===== config.mk =====
export PLATFORM = sky130hd
export DESIGN_NAME = tcc_capture_compare
export DESIGN_NICKNAME = d
export VERILOG_FILES = /design/src/rtl/tcc_capture_compare.v /design/src/rtl/tcc_compare_unit.v
export VERILOG_INCLUDE_DIRS = /design/src /design/src/inc
export SDC_FILE = /design/constraint.sdc
export NUM_CORES = 1
export LEC_CHECK = 0
export ABC_AREA = 0
export BUFFER_PORTS_ARGS = -buffer_cell sky130_fd_sc_hd__buf_2
export CAP_MARGIN = 40
export CORE_MARGIN = 10
export CORE_UTILIZATION = 32
export DETAILED_ROUTE_END_ITERATION = 16
export PLACE_DENSITY_LB_ADDON = 0.1
export SLEW_MARGIN = 0
export SYNTH_ARGS = -nofsm -noshare
export SYNTH_HDL_FRONTEND = slang
export SYNTH_SLANG_ARGS = --single-unit
export TNS_END_PERCENT = 5

===== constraint.sdc =====
create_clock -name clk -period 2.2 [get_ports clk]
set_input_delay 0.22 -clock clk [delete_from_list [all_inputs] [get_ports clk]]
set_output_delay 0.22 -clock clk [all_outputs]
set_load 0.005 [all_outputs]

===== src/inc/tcc_consts.vh =====
// Purpose: constants for the 16-bit timer capture/compare block
// Assumes: 100 MHz system clock
// Notes:   mode codes follow the 4-bit waveform mode field
`ifndef TCC_CONSTS_VH
`define TCC_CONSTS_VH
`define TCC_CNT_W        16
`define TCC_ZERO16       16'h0000
`define TCC_FILT_LEN     3'h4
`define TCC_FILT_ONE     3'h1
`define TCC_FILT_ZERO    3'h0
`define TCC_WGM_NORMAL   4'h0
`define TCC_WGM_CTC_A    4'h4
`define TCC_WGM_CTC_I    4'hC
`define TCC_WGM_PC_I     4'h8
`define TCC_WGM_PC_A     4'h9
`define TCC_WGM_PFC_I    4'h8
`define TCC_WGM_TOPA_1   4'h9
`define TCC_WGM_TOPA_2   4'hB
`define TCC_WGM_TOPA_3   4'hF
`define TCC_WGM_FAST_LO  4'h5
`define TCC_WGM_FAST_HI  4'h7
`define TCC_WGM_FAST_I   4'hE
`define TCC_WGM_FAST_A   4'hF
`define TCC_COM_OFF      2'h0
`define TCC_COM_TOGGLE   2'h1
`define TCC_COM_CLEAR    2'h2
`define TCC_COM_SET      2'h3
`endif


===== src/rtl/tcc_capture_compare.v =====
// Purpose: input capture filter/edge/capture plus two compare channels
// Assumes: counter unit supplies count, direction, TOP/BOTTOM, timer tick
// Notes:   control bits are plain ports; no bus in this block
// Operation
// Qualifying edge copies counter into capture register and sets flag same cycle.
// Software driving the capture pin's port causes captures like external edges.
// Filter output changes only after four equal consecutive input samples.
// Filter active only while its enable bit is set, bypassed otherwise.
// Filter adds exactly four system clock cycles of capture latency.
// Filter samples on undivided system clock, ignoring prescaler.
// Every capture overwrites capture register regardless of pending reads.
// Software should read capture register early in its handler.
// Software should avoid input capture while TOP is being changed.
// Duty measurement: switch edge after read, then clear flag by writing one.
// Frequency-only measurement with handler need not clear flag manually.
// Each compare unit matches full 16-bit counter against its register.
// Compare flag sets one timer clock after the match.
// Set compare flag with enable requests compare interrupt.
// Compare flag clears on vector execution or writing one.
// Capture flag clears on vector execution or writing one.
// Compare output follows match, waveform mode and compare-output mode.
// TOP and BOTTOM strobes handle extreme values in waveform modes.
// Unit A register can serve as counter TOP value.
// PWM modes write compare values into a buffer.
// Normal and clear-on-match modes write compare register directly.
// Buffer moves to active register only at TOP or BOTTOM.
// Edge detector compares filtered sample with previous, selected polarity only.
`timescale 1ns/1ps
`include "tcc_consts.vh"
module tcc_capture_compare (
  input  wire        clk,                     // System clock, 100 MHz
  input  wire        sys_rst,                 // Sync reset, active high
  input  wire        ce,                      // Clock enable, freezes all state
  input  wire        capture_event_pin,       // External capture input, synchronous
  input  wire        port_drive_en,           // Port logic drives capture pin
  input  wire        port_drive_val,          // Level driven by port logic
  input  wire        capture_filter_enable,   // Noise filter enable
  input  wire        capture_edge_rising,     // 1 rising edge, 0 falling edge
  input  wire        capture_flag_clr,        // Write-one clear of capture flag
  input  wire        capture_vec_ack,         // Capture interrupt executed
  input  wire        capture_irq_enable,      // Capture interrupt enable
  input  wire        tick,                    // Timer clock cycle strobe
  input  wire [15:0] counter_value,           // Counter
  input  wire        top_hit,                 // Counter at TOP
  input  wire        bottom_hit,              // Counter at BOTTOM
  input  wire        count_up,                // Counter direction
  input  wire [3:0]  waveform_mode_field,     // Waveform mode
  input  wire [1:0]  compare_output_mode_a,   // Unit A output mode field
  input  wire [1:0]  compare_output_mode_b,   // Unit B output mode field
  input  wire        compare_wr_a,            // Unit A register write strobe
  input  wire        compare_wr_b,            // Unit B register write strobe
  input  wire [15:0] compare_wr_data,         // Compare write data
  input  wire        compare_flag_clr_a,      // Write-one clear, unit A flag
  input  wire        compare_flag_clr_b,      // Write-one clear, unit B flag
  input  wire        compare_vec_ack_a,       // Unit A interrupt executed
  input  wire        compare_vec_ack_b,       // Unit B interrupt executed
  input  wire        compare_irq_enable_a,    // Unit A interrupt enable
  input  wire        compare_irq_enable_b,    // Unit B interrupt enable
  output reg  [15:0] capture_value_register,  // Captured counter value
  output reg         capture_flag,            // Capture flag
  output wire        capture_irq,             // Capture interrupt request
  output wire [15:0] compare_value_a,         // Unit A active compare value
  output wire [15:0] compare_value_b,         // Unit B active compare value
  output wire [15:0] compare_buffer_a,        // Unit A buffer readback
  output wire [15:0] compare_buffer_b,        // Unit B buffer readback
  output wire        match_a,                 // Unit A comparator match
  output wire        match_b,                 // Unit B comparator match
  output wire        compare_flag_a,          // Unit A compare flag
  output wire        compare_flag_b,          // Unit B compare flag
  output wire        compare_irq_a,           // Unit A interrupt request
  output wire        compare_irq_b,           // Unit B interrupt request
  output wire        compare_out_a,           // Unit A waveform output
  output wire        compare_out_b,           // Unit B waveform output
  output wire        top_from_unit_a,         // Counter should use unit A as TOP
  output wire [15:0] top_value_a              // TOP value offered by unit A
);
  reg  [2:0] filt_run_q;
  reg        filt_last_q;
  reg        filt_out_q;
  reg        edge_prev_q;
  wire       pin_level;
  wire       edge_src;
  wire       edge_hit;
  wire       buffered;
  wire       load_at_bottom;
  wire       pwm_mode;
  wire       dual_slope;

  // Port override lets software fire a capture on the same path
  assign pin_level = port_drive_en ? port_drive_val : capture_event_pin;

  // Filter needs four equal samples; bypass feeds the raw level
  assign edge_src = capture_filter_enable ? filt_out_q : pin_level;

  assign edge_hit = capture_edge_rising ? (edge_src & ~edge_prev_q)
                                        : (~edge_src & edge_prev_q);

  assign capture_irq = capture_flag & capture_irq_enable;

  // Plain filter counts samples equal to the last one; runs every clk, not on tick
  always @(posedge clk) begin
    if (sys_rst) begin
      filt_run_q  <= `TCC_FILT_ZERO;
      filt_last_q <= 1'b0;
      filt_out_q  <= 1'b0;
      edge_prev_q <= 1'b0;
    end else if (ce) begin
      filt_last_q <= pin_level;
      if (pin_level != filt_last_q)
        filt_run_q <= `TCC_FILT_ONE;
      else if (filt_run_q != `TCC_FILT_LEN)
        filt_run_q <= filt_run_q + `TCC_FILT_ONE;
      if (pin_level == filt_last_q && filt_run_q == `TCC_FILT_LEN - `TCC_FILT_ONE)
        filt_out_q <= pin_level;
      edge_prev_q <= edge_src;
    end
  end

  always @(posedge clk) begin
    if (sys_rst) begin
      capture_value_register <= `TCC_ZERO16;
      capture_flag           <= 1'b0;
    end else if (ce) begin
      if (edge_hit)
        capture_value_register <= counter_value;
      // Fresh capture beats a simultaneous clear
      if (edge_hit)
        capture_flag <= 1'b1;
      else if (capture_flag_clr || capture_vec_ack)
        capture_flag <= 1'b0;
    end
  end

  // Normal and clear-on-match modes are unbuffered; all others are PWM
  assign buffered = !(waveform_mode_field == `TCC_WGM_NORMAL ||
                      waveform_mode_field == `TCC_WGM_CTC_A ||
                      waveform_mode_field == `TCC_WGM_CTC_I);
  assign pwm_mode = buffered;
  // Fast PWM reloads at TOP; dual-slope correct modes at BOTTOM (8,9) or TOP
  assign dual_slope = buffered &&
                      !((waveform_mode_field >= `TCC_WGM_FAST_LO && waveform_mode_field <= `TCC_WGM_FAST_HI) ||
                        waveform_mode_field == `TCC_WGM_FAST_I || waveform_mode_field == `TCC_WGM_FAST_A);
  assign load_at_bottom = waveform_mode_field == `TCC_WGM_PC_I || waveform_mode_field == `TCC_WGM_PC_A;

  assign top_from_unit_a = waveform_mode_field == `TCC_WGM_CTC_A ||
                           waveform_mode_field == `TCC_WGM_TOPA_1 ||
                           waveform_mode_field == `TCC_WGM_TOPA_2 ||
                           waveform_mode_field == `TCC_WGM_TOPA_3;
  assign top_value_a = compare_value_a;

  tcc_compare_unit u_cmp_a (
    .clk            (clk),
    .sys_rst        (sys_rst),
    .ce             (ce),
    .tick           (tick),
    .counter_value  (counter_value),
    .top_hit        (top_hit),
    .bottom_hit     (bottom_hit),
    .buffered       (buffered),
    .load_at_bottom (load_at_bottom),
    .pwm_mode       (pwm_mode),
    .dual_slope     (dual_slope),
    .count_up       (count_up),
    .com_mode       (compare_output_mode_a),
    .wr_en          (compare_wr_a),
    .wr_data        (compare_wr_data),
    .flag_clr       (compare_flag_clr_a),
    .vec_ack        (compare_vec_ack_a),
    .irq_enable     (compare_irq_enable_a),
    .active_q       (compare_value_a),
    .buffer_q       (compare_buffer_a),
    .match          (match_a),
    .flag_q         (compare_flag_a),
    .irq            (compare_irq_a),
    .pin_q          (compare_out_a)
  );

  tcc_compare_unit u_cmp_b (
    .clk            (clk),
    .sys_rst        (sys_rst),
    .ce             (ce),
    .tick           (tick),
    .counter_value  (counter_value),
    .top_hit        (top_hit),
    .bottom_hit     (bottom_hit),
    .buffered       (buffered),
    .load_at_bottom (load_at_bottom),
    .pwm_mode       (pwm_mode),
    .dual_slope     (dual_slope),
    .count_up       (count_up),
    .com_mode       (compare_output_mode_b),
    .wr_en          (compare_wr_b),
    .wr_data        (compare_wr_data),
    .flag_clr       (compare_flag_clr_b),
    .vec_ack        (compare_vec_ack_b),
    .irq_enable     (compare_irq_enable_b),
    .active_q       (compare_value_b),
    .buffer_q       (compare_buffer_b),
    .match          (match_b),
    .flag_q         (compare_flag_b),
    .irq            (compare_irq_b),
    .pin_q          (compare_out_b)
  );
endmodule // tcc_capture_compare


===== src/rtl/tcc_compare_unit.v =====
// Purpose: one output compare channel: buffer, comparator, flag, waveform pin
// Assumes: counter, TOP/BOTTOM strobes and timer tick come from the counter unit
// Notes:   tick marks the timer clock cycle
`timescale 1ns/1ps
`include "tcc_consts.vh"
module tcc_compare_unit (
  input  wire        clk,           // System clock
  input  wire        sys_rst,       // Sync reset, active high
  input  wire        ce,            // Clock enable
  input  wire        tick,          // Timer clock cycle strobe
  input  wire [15:0] counter_value, // Counter
  input  wire        top_hit,       // Counter at TOP
  input  wire        bottom_hit,    // Counter at BOTTOM
  input  wire        buffered,      // PWM mode active
  input  wire        load_at_bottom,// Buffer loads at BOTTOM, else TOP
  input  wire        pwm_mode,      // Pin uses PWM set/clear rules
  input  wire        dual_slope,    // Phase-correct style pin handling
  input  wire        count_up,      // Counter direction
  input  wire [1:0]  com_mode,      // Compare output mode field
  input  wire        wr_en,         // Compare register write strobe
  input  wire [15:0] wr_data,       // Compare register write data
  input  wire        flag_clr,      // Software write-one clear
  input  wire        vec_ack,       // Interrupt vector executed
  input  wire        irq_enable,    // Compare interrupt enable
  output reg  [15:0] active_q,      // Active compare value
  output reg  [15:0] buffer_q,      // Buffer value
  output wire        match,         // Comparator equality
  output reg         flag_q,        // Compare flag
  output wire        irq,           // Interrupt request
  output reg         pin_q          // Waveform output
);
  reg match_q;
  reg pin_d;

  assign match = (counter_value == active_q);
  assign irq   = flag_q & irq_enable;

  always @* begin
    pin_d = pin_q;
    if (!pwm_mode) begin
      if (match && tick) begin
        case (com_mode)
          `TCC_COM_TOGGLE: pin_d = ~pin_q;
          `TCC_COM_CLEAR:  pin_d = 1'b0;
          `TCC_COM_SET:    pin_d = 1'b1;
          default:         pin_d = pin_q;
        endcase
      end
    end else if (tick && com_mode[1]) begin
      if (dual_slope) begin
        if (match)
          pin_d = com_mode[0] ^ count_up ? 1'b0 : 1'b1;
      end else if (match)
        pin_d = com_mode[0];
      else if (bottom_hit)
        pin_d = ~com_mode[0];
    end
  end

  always @(posedge clk) begin
    if (sys_rst) begin
      active_q <= `TCC_ZERO16;
      buffer_q <= `TCC_ZERO16;
      match_q  <= 1'b0;
      flag_q   <= 1'b0;
      pin_q    <= 1'b0;
    end else if (ce) begin
      if (wr_en)
        buffer_q <= wr_data;
      if (!buffered) begin
        if (wr_en)
          active_q <= wr_data;
      end else if (tick && (load_at_bottom ? bottom_hit : top_hit))
        active_q <= buffer_q;
      if (tick)
        match_q <= match;
      pin_q <= pin_d;
      // Set wins over either clear so a late match is never lost
      if (tick && match_q)
        flag_q <= 1'b1;
      else if (flag_clr || vec_ack)
        flag_q <= 1'b0;
    end
  end
endmodule // tcc_compare_unit


# Word level (Yosys, flattened, before mapping)
# Index checks and enable logic that the tools add are counted.
[op_classes]
addsub = 1
n_mul = 0
n_div = 0
magnitude_cmp = 2
eq_ne = 27
n_shift = 0
mux = 36
bitwise_logic = 13
n_reduce_logical = 46
[ops]
columns = ["op", "count"]
rows = [
  ["2-to-1 mux 16 bit", 6],
  ["equality test 16 bit", 2],
  ["2-to-1 mux 1 bit", 26],
  ["equality test 4 bit, second input constant", 6],
  ["AND reduction 2 bit", 9],
  ["nonzero test 2 bit", 7],
  ["AND reduction 6 bit", 2],
  ["logical OR 1 bit", 11],
  ["logical AND 1 bit", 10],
  ["equality test 2 bit, second input constant", 4],
  ["!= test 4 x 1 -> 1 bit, second input constant", 2],
  ["2-to-1 mux 3 bit", 2],
  ["!= test 3 x 1 -> 1 bit, second input constant", 2],
  ["inverter 1 bit", 6],
  ["one-hot mux 1 bit (3 select lines)", 2],
  ["AND reduction 3 bit", 2],
  ["nonzero test 3 bit", 2],
  ["bitwise AND 1 bit", 5],
  ["equality test 2 x 1 -> 1 bit, second input constant", 2],
  ["equality test 4 x 3 -> 1 bit, second input constant", 1],
  [">= comparator 4 x 3 -> 1 bit, second input constant", 1],
  ["less-or-equal comparator 4 x 3 -> 1 bit, second input constant", 1],
  ["zero test 4 bit", 1],
  ["!= test 2 x 1 -> 1 bit, second input constant", 2],
  ["8 further kinds", 11],
]
[word_totals]
reg_bits = 93
latch_bits = 0
ramBits = 0
mem_bits_ro = 0
input_bits = 63
out_inout_bits = 107
wordCells = 141
n_memories = 0

# Longest topological paths before layout
[depth]
word_depth = 9
depth_mapped = 7
depth_no_buf = 6

# By module
# A second synthesis with hierarchy kept.
[hier_totals]
cells_unflattened = 548
area_unflattened_um2 = 4854.7
[modules_own_cells]
columns = ["module", "instances", "cells_each", "area_per_inst_um2", "seq_area_each_um2"]
rows = [
  ["tcc_compare_unit", 2, 198, 1757.9, 700.7],
  ["tcc_capture_compare", 1, 152, 1338.8, 460.4],
]

# Worst setup path after synthesis
# No wires, ideal clock.
[synth_timing]
path_kind = "register -> register"
start = "register u_cmp_a.active_q[10]"
end = "register u_cmp_a.pin_q"
arrival_time_ps = 1547
t_required_ps = 2070
setup_slack_ps = 523
stages_incl_launch_ff = 7
path_cell_list = "dfxtp_1 -> xnor2_1 -> nand4_1 -> nor4_4 -> mux2i_1 -> o41ai_1 -> mux2i_1"
[synth_via]
elab_chain_cells = 5
elab_cells_between_ends = 10
[synth_lines]
columns = ["element", "line", "rtl"]
rows = [
  ["start, declared", "tcc_compare_unit.v:25", "output reg [15:0] active_q,"],
  ["start signal, assigned", "tcc_compare_unit.v:62", "active_q <= `TCC_ZERO16;"],
  ["start signal, assigned", "tcc_compare_unit.v:72", "active_q <= wr_data;"],
  ["start signal, assigned", "tcc_compare_unit.v:74", "active_q <= buffer_q;"],
  ["equality test 16 bit *", "tcc_compare_unit.v:35", "assign match = (counter_value == active_q);"],
  ["net match_a", "tcc_capture_compare.v:66", "output wire match_a,"],
  ["2-to-1 mux 1 bit", "tcc_compare_unit.v:53", "end else if (match)"],
  ["2-to-1 mux 1 bit", "tcc_compare_unit.v:50", "if (dual_slope) begin"],
  ["2-to-1 mux 1 bit", "tcc_compare_unit.v:49", "end else if (tick && com_mode[1]) begin"],
  ["2-to-1 mux 1 bit", "tcc_compare_unit.v:40", "if (!pwm_mode) begin"],
  ["end signal, assigned", "tcc_compare_unit.v:77", "pin_q <= pin_d;"],
  ["end, declared", "tcc_compare_unit.v:30", "output reg pin_q"],
]
# The timed path passes the listed nets; every way through them passes the cells marked *. The select of a mux whose other input is x is not followed.
# A chain may end at the register's enable or synchronous reset.

# Final worst setup path
[layout_timing]
start = "register u_cmp_b.active_q[14]"
end = "output port match_b"
[layout_via]
elab_chain_cells = 1
[layout_lines]
columns = ["element", "line", "rtl"]
rows = [
  ["start, declared", "tcc_compare_unit.v:25", ""],
  ["start signal, assigned", "tcc_compare_unit.v:62", ""],
  ["start signal, assigned", "tcc_compare_unit.v:72", ""],
  ["start signal, assigned", "tcc_compare_unit.v:74", ""],
  ["equality test 16 bit", "tcc_compare_unit.v:35", ""],
  ["end, declared", "tcc_capture_compare.v:67", "output wire match_b,"],
]
# No other way between the ends.

==> results.cfg <==
[die]
die_w_um = 138
start_util_pct = 32.4
pin_count = 170
fp.dieH_um = 138
rows = 43
die_area_um2 = 19100
core_area_um2 = 13800

[placement]
place.port_buffers = 169
hpwl_um = 12600
gp_congestion = 0.856
pre_cts_ws_ns = 0.205
dpl_cell_area_um2 = 5400

[global_routing]
grt_busiest_layer = met2
antenna_found_initial = 0
met3_usage_pct = 3.97
grt_overflow_total = 0
grt_pass1_wl_um = 25600
use_met2_pct = 24.7
grt_pass1_vias = 4415
grt_use_met1_pct = 22.7
grt_max_degree = 33
grt_use_total_pct = 16.4

[worst_setup_path]
crit_type = register to output port
crit_chain = xnor2_1 -> nand4_1 -> nor4_4 -> buf_4 -> buf_2
cp_slowest_stage_delay_ns = 0.39
cpLargestDelayFamily = simple AND/OR/NAND/NOR gates
critPathRequiredTime_ns = 1.98
slowest_stage = nor4_4
worstSetupEndpointType = output port
crit_buf_inv = 2
critical_path_arrival_ns = 1.85
cp_max_fo = 3
critPathLaunchType = register

[layout]
drive_gt1_share_pct = 30.7
finish.utilization_pct = 41.2
fillers = 1451
diodes = 0
design_area_um2 = 5670
synthToLayoutAreaGrowth_pct = 27.0
final_nets = 767

[synthesis]
synth_cells = 553
ys_types = 39
synth_most_common_cell = nand2_1
synth_top_area_share_pct = 41.7
synth-edff-count = 0
ys_warn_count = 0
avgSynthCellArea_um2 = 8.07
synth.yosys.seq_area_share_pct = 41.7
async_flop_share_pct = 0
netlist.top_cell.by_area = dfxtp_1
synth_area_leaders = dfxtp_1, nand2_1, a21oi_1
yosys_most_used_dff = dfxtp_1
synth_nets = 621
synth_area_um2 = 4460
synth_seq_cells = 93
synth_common_cells = nand2_1, dfxtp_1, a21oi_1, nor2_1, xnor2_1

[cts]
clock-sinks = 93
clock-root-buffer = clkbuf_16
clk_latency_ns = 0.34
cts_buffers = 9
hold_buffers = 0
cts_htree_levels = 3
postCtsSetupBuffers = 0
cts.path.max_buffers = 2
clk_pin_slew_ns = 0.06
cts_tree = done
cts_resized = 0

[route]
via_count = 4301
wl_per_cell_um = 18.3
drt_wl_total_um = 16200
drc_errors = 0
viasPerCell = 4.87
drtIter0Drc = 236
ant_nets = 0
dr.pass1.iters = 6

[power]
p_clk_share_pct = 36.0
combinationalPowerShare_pct = 16.9
internal-power_w = 0.00282
pwr-share-seq_pct = 47.1
swShare_pct = 28.5
p_sw_w = 0.00112
peakVddDrop_uv = 373
powerDensity_nw_per_um2 = 696
leakagePower_nw = 2.41
total_power_w = 0.00394

[sta]
fmax_mhz = 482
tightest_slew_ns = 0.721
hold_violations = 0
skew_ns = 0.00917
min_period_ns = 2.07
relSlewSlack_pct = 51.9
rsz0062_at_grt = false
setup_violations = 0
final_max_slew_viol_count = 0
finalCritPeriodShare_pct = 94.3
finalSetupTns_ns = 0
setup_slack_ns = 0.126

[run]
maxCapViolCount = 0

[worst_hold_path]
hold_path.class = primary input to register

[status]
outcome = finished clean
==> placed cells by master, fill, tap and decap left out, types with 9 or more instances in the layout <==
master     synthesis  final
nand2_1          139    139
dfxtp_1           93     93
a311oi_1          29     29
buf_2              4    169
clkbuf_16          0      9
a21oi_1           60     60
xnor2_1           32     32
buf_4             16     15
nand3_1           20     20
nor2_1            50     50
==> metal layers <==
layer / part of all wire (%) / vias up / wire (um)
met2: 44 / 140 / 7150
li1: - / 2176 / -
met1: 48 / 1973 / 7810
met3: 6.2 / 12 / 1010
met4: 1.2 / 0 / 188
met5: 0 / - / 0
==> power groups by stage <==
stage	Combinational [W]	Clock [W]	Sequential, W
3_3_place_gp	0.000669	0	0.00189
6_report	0.000666	0.00142	0.00186
3_5_place_dp	0.000674	0	0.00189
4_1_cts	0.000676	0.00146	0.00186
2_1_floorplan	0.000379	0	0.00188
5_1_grt	0.000743	0.00151	0.00187
==> through the flow <==
step,cells,hold slack (ns)
floorplan,553,0.356
global placement,868,0.439
detailed placement,868,0.446
CTS,884,0.129
global route,884,0.145
finish,884,0.137
==> worst register-to-register path, stage by stage (launching register included) <==
cell     delay (ns)
dfxtp_1        0.36
xnor2_1        0.26
nand4_1        0.19
nor4_4         0.39
mux2i_1        0.13
o41ai_1        0.36
mux2i_1        0.11
==> flip-flops by register name, summed over array words and instances, names as in the netlist <==
| register | cells |
|---|---|
| u_cmp_b.flag_q | 1 |
| u_cmp_a.match_q | 1 |
| u_cmp_a.pin_q | 1 |
| edge_prev_q | 1 |
| u_cmp_b.match_q | 1 |
| filt_last_q | 1 |
| u_cmp_a.active_q | 16 |
| capture_flag | 1 |
| u_cmp_a.buffer_q | 16 |
| u_cmp_b.pin_q | 1 |
| u_cmp_b.buffer_q | 16 |
| filt_run_q | 3 |
| u_cmp_a.flag_q | 1 |
| capture_value_register | 16 |
| u_cmp_b.active_q | 16 |
| filt_out_q | 1 |
==> kinds of logic (layout without fill, tap and decap cells) <==
| kind of cell | Yosys count | in the layout | synth area share (%) |
|---|---|---|---|
| mux | 11 | 11 | 2.75 |
| flops | 93 | 93 | 41.7 |
| compound gates | 115 | 115 | 16.9 |
| xor+xnor | 33 | 33 | 6.48 |
| buf+inv | 56 | 207 | 6.84 |
| simple gates | 240 | 240 | 23.9 |
| fa+ha+maj | 5 | 5 | 1.40 |
==> final timing paths <==
check                                    startpoint                                endpoint  slack [ns]  cells past startpoint
max               u_cmp_b.active_q[14]$_SDFFE_PP0P_                                 match_b        0.13                      5
min                             compare_wr_data[10]       u_cmp_b.buffer_q[10]$_SDFFE_PP0P_        0.14                      3
max reg2reg       u_cmp_b.active_q[14]$_SDFFE_PP0P_              u_cmp_b.pin_q$_SDFFE_PP0P_        0.28                      6
min reg2reg  capture_value_register[2]$_SDFFE_PP0P_  capture_value_register[2]$_SDFFE_PP0P_        0.45                      2
==> final cells by class <==
type | instances | area, um2 | area share [%]
tap | 180 | 225 | 3.97
sequential | 93 | 1860 | 32.8
clock buffer | 10 | 229 | 4.04
inverter | 5 | 18.8 | 0.331
timing repair buffer | 186 | 998 | 17.6
multi-input combinational | 404 | 2290 | 40.5
clock inverter | 6 | 40.0 | 0.706
Note: power is estimated with default switching activity, not from simulation.
